==> src/hw/bmam_pkg.sv <==
// Purpose: constants and carriers for the banked memory address map
// Assumes: one clock, synchronous active-low reset
// Notes:   data addresses are 9 bits: two bank bits over a 7-bit offset
package bmam_pkg;

  localparam int          BMAM_PC_W        = 13;
  localparam int          BMAM_WORD_W      = 14;
  localparam int          BMAM_DADDR_W     = 9;
  localparam int          BMAM_OFS_W       = 7;
  localparam logic [12:0] BMAM_RESET_VEC   = 13'h0000;
  localparam logic [12:0] BMAM_INT_VEC     = 13'h0004;
  localparam logic [12:0] BMAM_PC_MASK_8K  = 13'h1fff;
  localparam logic [12:0] BMAM_PC_MASK_4K  = 13'h0fff;
  localparam int          BMAM_BSEL_HI_POS = 6;
  localparam int          BMAM_BSEL_LO_POS = 5;
  localparam logic [6:0]  BMAM_BANK_TOP    = 7'h7f;
  localparam logic [6:0]  BMAM_GPR_BASE    = 7'h20;
  localparam logic [6:0]  BMAM_IND_OFS     = 7'h00;
  // offsets that decode to one shared register in every bank
  localparam logic [6:0]  BMAM_MIR_PC_LOW   = 7'h02;
  localparam logic [6:0]  BMAM_MIR_STATUS   = 7'h03;
  localparam logic [6:0]  BMAM_MIR_PTR      = 7'h04;
  localparam logic [6:0]  BMAM_MIR_PC_LATCH = 7'h0a;
  localparam logic [6:0]  BMAM_MIR_INT_CTRL = 7'h0b;

  typedef struct packed {
    logic       sfr;
    logic       gpr;
    logic       mirror;
    logic [1:0] bank;
    logic [8:0] addr;
  } bmam_data_s;

endpackage : bmam_pkg

==> src/hw/bmam_core.sv <==
// Purpose: program counter and data address formation with bank decode
// Assumes: caller steps/jumps the counter; status and pointer fed in
// Notes:   fetch and data paths run in parallel every cycle
`timescale 1ns/1ps

module bmam_core
  import bmam_pkg::*;
#(
  parameter bit LARGE = 1'b1
) (
  input  wire logic        i_ref_clk,
  input  wire logic        i_rst_n,
  input  wire logic        i_pc_step,
  input  wire logic        i_pc_load,
  input  wire logic [12:0] i_pc_target,
  input  wire logic        i_int_take,
  input  wire logic [7:0]  i_status,
  input  wire logic [7:0]  i_indirect_pointer,
  input  wire logic [6:0]  i_direct_ofs,
  input  wire logic        i_data_req,
  output logic      [12:0] o_fetch_addr,
  output logic             o_fetch_valid,
  output bmam_data_s       o_data
);

  localparam logic [12:0] PC_MASK = LARGE ? BMAM_PC_MASK_8K : BMAM_PC_MASK_4K;

  function automatic logic is_mirror(input logic [6:0] ofs);
    is_mirror = (ofs == BMAM_IND_OFS) || (ofs == BMAM_MIR_PC_LOW) ||
                (ofs == BMAM_MIR_STATUS) || (ofs == BMAM_MIR_PTR) ||
                (ofs == BMAM_MIR_PC_LATCH) || (ofs == BMAM_MIR_INT_CTRL);
  endfunction : is_mirror

  logic [12:0] pc_q;
  logic [12:0] pc_d;
  logic        fv_q;
  bmam_data_s  data_q;
  bmam_data_s  data_d;

  wire logic [12:0] pc_inc     = pc_q + 13'h0001;
  wire logic [12:0] pc_raw     = i_int_take ? BMAM_INT_VEC :
                                 i_pc_load  ? i_pc_target :
                                 i_pc_step  ? pc_inc : pc_q;
  wire logic [1:0]  bank_sel   = {i_status[BMAM_BSEL_HI_POS],
                                  i_status[BMAM_BSEL_LO_POS]};
  wire logic        use_ind    = (i_direct_ofs == BMAM_IND_OFS);
  wire logic [8:0]  direct_a   = {bank_sel, i_direct_ofs};
  wire logic [8:0]  indir_a    = {bank_sel[1], i_indirect_pointer};
  wire logic [8:0]  eff_a      = use_ind ? indir_a : direct_a;
  wire logic [6:0]  eff_ofs    = eff_a[6:0] & BMAM_BANK_TOP;
  wire logic        eff_sfr    = (eff_ofs < BMAM_GPR_BASE);
  wire logic        eff_mir    = is_mirror(eff_ofs);

  always_comb begin
    pc_d = pc_raw & PC_MASK;
    data_d.sfr    = i_data_req & eff_sfr;
    data_d.gpr    = i_data_req & ~eff_sfr;
    data_d.mirror = i_data_req & eff_sfr & eff_mir;
    data_d.bank   = eff_a[8:7];
    data_d.addr   = eff_mir ? {2'b00, eff_ofs} : eff_a;
  end

  // fetch and data registers update independently each cycle
  always_ff @(posedge i_ref_clk) begin
    if (!i_rst_n) begin
      pc_q   <= BMAM_RESET_VEC;
      fv_q   <= 1'b0;
      data_q <= '0;
    end else begin
      pc_q   <= pc_d;
      fv_q   <= 1'b1;
      data_q <= data_d;
    end
  end

  assign o_fetch_addr  = pc_q;
  assign o_fetch_valid = fv_q;
  assign o_data        = data_q;

  chk_pc_reset_vec: assert property (@(posedge i_ref_clk)
    !i_rst_n |=> pc_q == BMAM_RESET_VEC) else $error("pc not at reset vector");
  chk_int_vector: assert property (@(posedge i_ref_clk) disable iff (!i_rst_n)
    i_int_take |=> o_fetch_addr == BMAM_INT_VEC) else $error("interrupt vector missed");
  chk_pc_wrap: assert property (@(posedge i_ref_clk) disable iff (!i_rst_n)
    (o_fetch_addr & ~PC_MASK) == 13'h0000) else $error("fetch beyond store");
  chk_pc_step: assert property (@(posedge i_ref_clk) disable iff (!i_rst_n)
    i_pc_step && !i_pc_load && !i_int_take |=>
    o_fetch_addr == (($past(pc_q) + 13'h0001) & PC_MASK)) else $error("pc step wrong");
  chk_bank_select: assert property (@(posedge i_ref_clk) disable iff (!i_rst_n)
    i_data_req && !use_ind && !eff_mir |=>
    o_data.addr[8:7] == $past(bank_sel)) else $error("bank select wrong");
  chk_direct_addr: assert property (@(posedge i_ref_clk) disable iff (!i_rst_n)
    i_data_req && !use_ind && !eff_mir |=>
    o_data.addr == {$past(bank_sel), $past(i_direct_ofs)}) else $error("direct addr wrong");
  chk_region_split: assert property (@(posedge i_ref_clk) disable iff (!i_rst_n)
    o_data.sfr |-> (o_data.addr[6:0] < BMAM_GPR_BASE) && !o_data.gpr)
    else $error("region split wrong");
  chk_mirror_map: assert property (@(posedge i_ref_clk) disable iff (!i_rst_n)
    o_data.mirror |-> o_data.addr[8:7] == 2'b00) else $error("mirror not shared");
  chk_indirect: assert property (@(posedge i_ref_clk) disable iff (!i_rst_n)
    i_data_req && use_ind && !eff_mir |=>
    o_data.addr[7:0] == $past(i_indirect_pointer)) else $error("indirect addr wrong");

  chk_load_target: assert property (@(posedge i_ref_clk) disable iff (!i_rst_n)
    i_pc_load && !i_int_take |=>
    o_fetch_addr == ($past(i_pc_target) & PC_MASK))
    else $error("load target wrong");

  chk_pc_hold: assert property (@(posedge i_ref_clk) disable iff (!i_rst_n)
    !i_pc_step && !i_pc_load && !i_int_take |=>
    o_fetch_addr == $past(o_fetch_addr))
    else $error("pc did not hold");

  chk_int_priority: assert property (@(posedge i_ref_clk) disable iff (!i_rst_n)
    i_int_take && i_pc_load |=>
    o_fetch_addr == BMAM_INT_VEC)
    else $error("interrupt lost to load");

  chk_int_over_step: assert property (@(posedge i_ref_clk) disable iff (!i_rst_n)
    i_int_take && i_pc_step |=>
    o_fetch_addr == BMAM_INT_VEC)
    else $error("interrupt lost to step");

  chk_step_wrap: assert property (@(posedge i_ref_clk) disable iff (!i_rst_n)
    i_pc_step && !i_pc_load && !i_int_take && (pc_q == PC_MASK) |=>
    o_fetch_addr == 13'h0000)
    else $error("step did not wrap");

  chk_parallel_paths: assert property (@(posedge i_ref_clk) disable iff (!i_rst_n)
    i_pc_step && !i_pc_load && !i_int_take && i_data_req |=>
    o_fetch_valid && (o_data.sfr || o_data.gpr))
    else $error("fetch and data not concurrent");

  chk_req_class: assert property (@(posedge i_ref_clk) disable iff (!i_rst_n)
    i_data_req |=>
    o_data.sfr ^ o_data.gpr)
    else $error("access not classed once");

  chk_no_req_idle: assert property (@(posedge i_ref_clk) disable iff (!i_rst_n)
    !i_data_req |=>
    !o_data.sfr && !o_data.gpr && !o_data.mirror)
    else $error("flags without request");

  chk_mirror_sfr: assert property (@(posedge i_ref_clk) disable iff (!i_rst_n)
    o_data.mirror |->
    o_data.sfr && (o_data.addr[6:0] < BMAM_GPR_BASE))
    else $error("mirror outside special region");

  chk_mirror_flag: assert property (@(posedge i_ref_clk) disable iff (!i_rst_n)
    i_data_req && eff_mir |=>
    o_data.mirror)
    else $error("mirror flag missing");

  chk_mirror_ofs: assert property (@(posedge i_ref_clk) disable iff (!i_rst_n)
    i_data_req && eff_mir |=>
    o_data.addr == {2'b00, $past(eff_ofs)})
    else $error("mirror address wrong");

  chk_no_mirror_gpr: assert property (@(posedge i_ref_clk) disable iff (!i_rst_n)
    i_data_req && !eff_sfr |=>
    !o_data.mirror)
    else $error("static ram marked mirrored");

  chk_bank_field: assert property (@(posedge i_ref_clk) disable iff (!i_rst_n)
    i_data_req && !use_ind |=>
    o_data.bank == $past(bank_sel))
    else $error("bank field wrong");

  chk_ind_bank: assert property (@(posedge i_ref_clk) disable iff (!i_rst_n)
    i_data_req && use_ind |=>
    o_data.bank == {$past(i_status[BMAM_BSEL_HI_POS]), $past(i_indirect_pointer[7])})
    else $error("indirect bank wrong");

  chk_ind_high: assert property (@(posedge i_ref_clk) disable iff (!i_rst_n)
    i_data_req && use_ind && !eff_mir |=>
    o_data.addr[8] == $past(i_status[BMAM_BSEL_HI_POS]))
    else $error("indirect high bit wrong");

  chk_sfr_each_bank: assert property (@(posedge i_ref_clk) disable iff (!i_rst_n)
    i_data_req && !use_ind && (i_direct_ofs < BMAM_GPR_BASE) |=>
    o_data.sfr)
    else $error("special region missing");

  chk_direct_gpr: assert property (@(posedge i_ref_clk) disable iff (!i_rst_n)
    i_data_req && !use_ind && (i_direct_ofs >= BMAM_GPR_BASE) |=>
    o_data.gpr && (o_data.addr[6:0] == $past(i_direct_ofs)))
    else $error("static ram offset wrong");

  chk_gpr_region: assert property (@(posedge i_ref_clk) disable iff (!i_rst_n)
    o_data.gpr |->
    (o_data.addr[6:0] >= BMAM_GPR_BASE) && !o_data.sfr)
    else $error("static ram region wrong");

  chk_fetch_valid: assert property (@(posedge i_ref_clk)
    i_rst_n |=>
    o_fetch_valid)
    else $error("fetch not valid");

  chk_valid_reset: assert property (@(posedge i_ref_clk)
    !i_rst_n |=>
    !o_fetch_valid)
    else $error("fetch valid in reset");

  chk_data_reset: assert property (@(posedge i_ref_clk)
    !i_rst_n |=>
    o_data == '0)
    else $error("data bus not cleared");

  chk_reset_start: assert property (@(posedge i_ref_clk)
    $rose(i_rst_n) |->
    o_fetch_addr == BMAM_RESET_VEC)
    else $error("start not at reset vector");

endmodule : bmam_core

==> config.mk <==
export PLATFORM = sky130hd
export DESIGN_NAME = bmam_core
export DESIGN_NICKNAME = d
export VERILOG_FILES = /design/src/hw/bmam_pkg.sv /design/src/hw/bmam_core.sv
export SDC_FILE = /design/constraint.sdc
export NUM_CORES = 1
export LEC_CHECK = 0
export ABC_AREA = 1
export BUFFER_PORTS_ARGS = -buffer_cell sky130_fd_sc_hd__buf_4
export CAP_MARGIN = 20
export CORE_AREA = 2 2 58 60
export CTS_CLUSTER_DIAMETER = 40
export DETAILED_ROUTE_END_ITERATION = 8
export DIE_AREA = 0 0 60 62
export GPL_ROUTABILITY_DRIVEN = 0
export HOLD_SLACK_MARGIN = 0.15
export PLACE_DENSITY = 0.77
export SKIP_LAST_GASP = 1
export SYNTH_ARGS = -nofsm -noshare
export SYNTH_HDL_FRONTEND = slang
export SYNTH_SLANG_ARGS = --single-unit
==> constraint.sdc <==
create_clock -name i_ref_clk -period 1.59 [get_ports i_ref_clk]
set_clock_uncertainty 0.15 [all_clocks]
set_input_delay 0.318 -clock i_ref_clk [delete_from_list [all_inputs] [get_ports i_ref_clk]]
set_output_delay 0.318 -clock i_ref_clk [all_outputs]
set_load 0.005 [all_outputs]
==> key figures <==
CTS
  • Root buf cell: clkbuf_4
  • Inserted Clock Buffers: 3
  • Clock slew at reported path FFs: ~0.13 ns
  • Skew-Pair Late Insertion Delay: about 0.3 ns
  • Clock sink count: 28
  • CTS Buffer Depth: 2
  • # H-tree levels: 1
  • CTS tree: yes

STA
  • Final hold vios: 0
  • Fin crit period: between 1.5 and 2 ns
  • RSZ-0062 raised after global routing: true
  • Final setup violation count: 0
  • Slew HR: 0.798
  • Worst-case hold slack: approximately 0.16 ns
  • Slew @ Worst Pin: 0.302 ns
  • Fmax: around 630 MHz
  • Final setup margin: 0.00892 ns
  • Fin crit share: 0.994
  • Slew Viols, Final: 0

Synthesis
  • Number of synthesized register bits: 28
  • Compound-Gate Fraction of Synth Area: 0.138
  • Syn Inst Count: about 190
  • Seq/Total Area, Yosys: 0.422
  • Adder-Cell Fraction of Synth Area: 0.00943
  • Post-synth top area share: 0.422
  • Ys Warns: 0
  • Post-synthesis cell type count: 23
  • Synth top area cells: dfxtp_1, nand2_1, nor2_1, inv_1, a21oi_1
  • XOR/XNOR Fraction of Synth Area: 0.0198
  • Post-synth top area cell: dfxtp_1
  • Post-synthesis simple-gate area fraction: 0.326
  • Multiplexer share of the synthesized area: 0
  • Mapped Area: 1330 um^2
  • Syn_area_per_cell: between 6 and 7 um^2
  • Syn nets: 236
  • Main combinational cell family by area after synthesis: simple AND/OR/NAND/NOR gates

Layout
  • Area grow syn2layout: 63.3%
  • # diodes: 0
  • Commonest non-fill, non-tap cell in the layout: buf_4
  • Post-layout util: 0.682
  • Share of post-route cells with drive strength above 1: 0.330
  • Most frequent cells in the layout: buf_4, nand2_1, nor2_1
  • Final Cell Area: about 2200 um^2
  • Final Non-Filler Cells: ~330
  • Fin nets: between 300 and 400

Drt
  • Routed length per placed instance: ~11 um
  • DRC Markers: 0
  • DRT Wirelength: 3.53 mm
  • Vias per inst: ~4.6
  • First drt pass iteration count: 4
  • DR iter-0 viols: 44
  • DRT antenna net count: 0
  • Vias: about 1500

GRT
  • GR Util All Layers: 0.193
  • Initial antenna violation count: 0
  • Number of global-route vias before repair: ~1400
  • Global-route wire length before repair: roughly 5.4 mm
  • Largest net degree at the start of global routing: 15
  • Grt ovf: 0

Worst setup path
  • Setup Crit Path Kind: reg2reg
  • Crit start category: flop
  • R2R setup slack: between 0.008 and 0.009 ns
  • Worst Setup SP: o_fetch_addr[0]
  • CP Capture Type: flop
  • Crit path max fanout: 4
  • Critical Path AT: ~1.7 ns
  • Critical Path RT: between 1.5 and 2 ns
  • Reg2reg start: o_fetch_addr[0]

Worst hold path
  • HP Start: i_pc_target[12]
  • Hold Path Class: in2reg

Power
  • Cell Pwr Density: slightly below 600 nW/um^2
  • Sw frac: 0.239
  • Peak VDD IR: 0.320 mV
  • Sequential power share: 0.581
  • Int Power: a little under 1 mW
  • Logic pwr share: 0.216
  • Leakage Power: approximately 1.1 nW
  • Switching power: 0.309 mW
  • Clk pwr share: 0.203

Floorplanning
  • Initial core utilization: 0.418
  • Die ar.: between 3000 and 4000 um^2
  • Die height: about 62 um
  • Rows: 21
  • Core ar.: between 3000 and 4000 um^2
  • Die X: ~60 um
  • IO Pins: 70

Placement
  • Cell total after placement: 307
  • DP Wirelength: roughly 2.5 mm
  • Placed Area: around 1900 um^2
  • Pre-CTS setup slack: about 0.019 ns
  • Port bufs: 63

Job
  • MaxCap Viol Count: 0

Run status
  • Status: complete, no violations
-- cells by family (layout without fill, tap and decap cells) --
| kind of cell | Yosys count | count (layout) |
|---|---|---|
| flops | 28 | 28 |
| compound gates | 32 | 32 |
| simple gates | 99 | 99 |
| buf+inv | 30 | 122 |
| fa+ha+maj | 1 | 1 |
| xor+xnor | 3 | 3 |
-- cell usage after synthesis --
master / count
a22oi_1: 7
nor3_1: 3
ha_1: 1
inv_1: 25
dfxtp_1: 28
nor2_4: 1
xor2_1: 3
o21ai_0: 6
a31oi_1: 2
nand3_1: 14
o31ai_1: 1
or2_2: 1
clkbuf_1: 2
or2_1: 1
inv_2: 3
nor3_2: 2
nand3_2: 1
nand3b_1: 1
nand4_1: 1
nor2_2: 1
a21oi_1: 16
nor2_1: 26
nand2_1: 47
-- path summary, 6_finish.rpt --
path	to	depth (start not counted)
worst max-delay path	o_fetch_addr[10]	8
worst min-delay path	o_fetch_addr[12]	3
worst min register to register	o_fetch_addr[2]	2
worst max register to register	o_fetch_addr[10]	8
-- final cells by class --
class / instances / area (um^2)
clock buffer: 3 / 22.5
fill: 282 / 1010
inverter: 28 / 105
multi-input combinational: 135 / 688
sequential: 28 / 569
tap: 46 / 57.6
timing repair buffer: 91 / 726
-- through the flow --
stage / setup TNS [ns] / total power [mW]
floorplan: 0 / 0.858
global placement: 0 / 1.00
detailed placement: 0 / 1.00
CTS: 0 / 1.30
global route: -0.130 / 1.37
finish: 0 / 1.29
-- registers in the layout, summed over array words and instances (netlist names) --
register and cells:
o_fetch_addr 13, o_fetch_valid 1, o_data 14
-- worst max-delay path, cell delays in order, from the launching register on --
cell	delay (ns)
dfxtp_4	0.39
ha_4	0.14
nand2_2	0.06
nor2_2	0.15
nand3_2	0.14
buf_4	0.16
nor3_1	0.12
o21ai_0	0.09
a21oi_1	0.12
-- routing by layer --
layer / routed length (um) / track usage / up-vias
li1: - / - / 805
met1: 1410 / 0.200 / 673
met2: 1850 / 0.377 / 46
met3: 231 / 0.0455 / 4
met4: 29 / 0.0698 / 0
met5: 0 / 0 / -
-- power groups by stage --
stage | Clock, mW | Combinational, mW | Sequential, mW
6_report | 0.262 | 0.280 | 0.750
3_5_place_dp | 0 | 0.238 | 0.766
2_1_floorplan | 0 | 0.0876 | 0.770
3_3_place_gp | 0 | 0.236 | 0.766
5_1_grt | 0.307 | 0.310 | 0.755
4_1_cts | 0.280 | 0.267 | 0.751
-- repair_timing --
item / 4_1_cts / 5_1_grt
endpoints found under the setup margin: 0 / 7
hold buffers: 15 / 2
buffers inserted: 0 / 4
resized for setup: 0 / 12
endpoints found under the hold margin: 17 / 2
No activity file was read; power rests on OpenSTA's default activity.
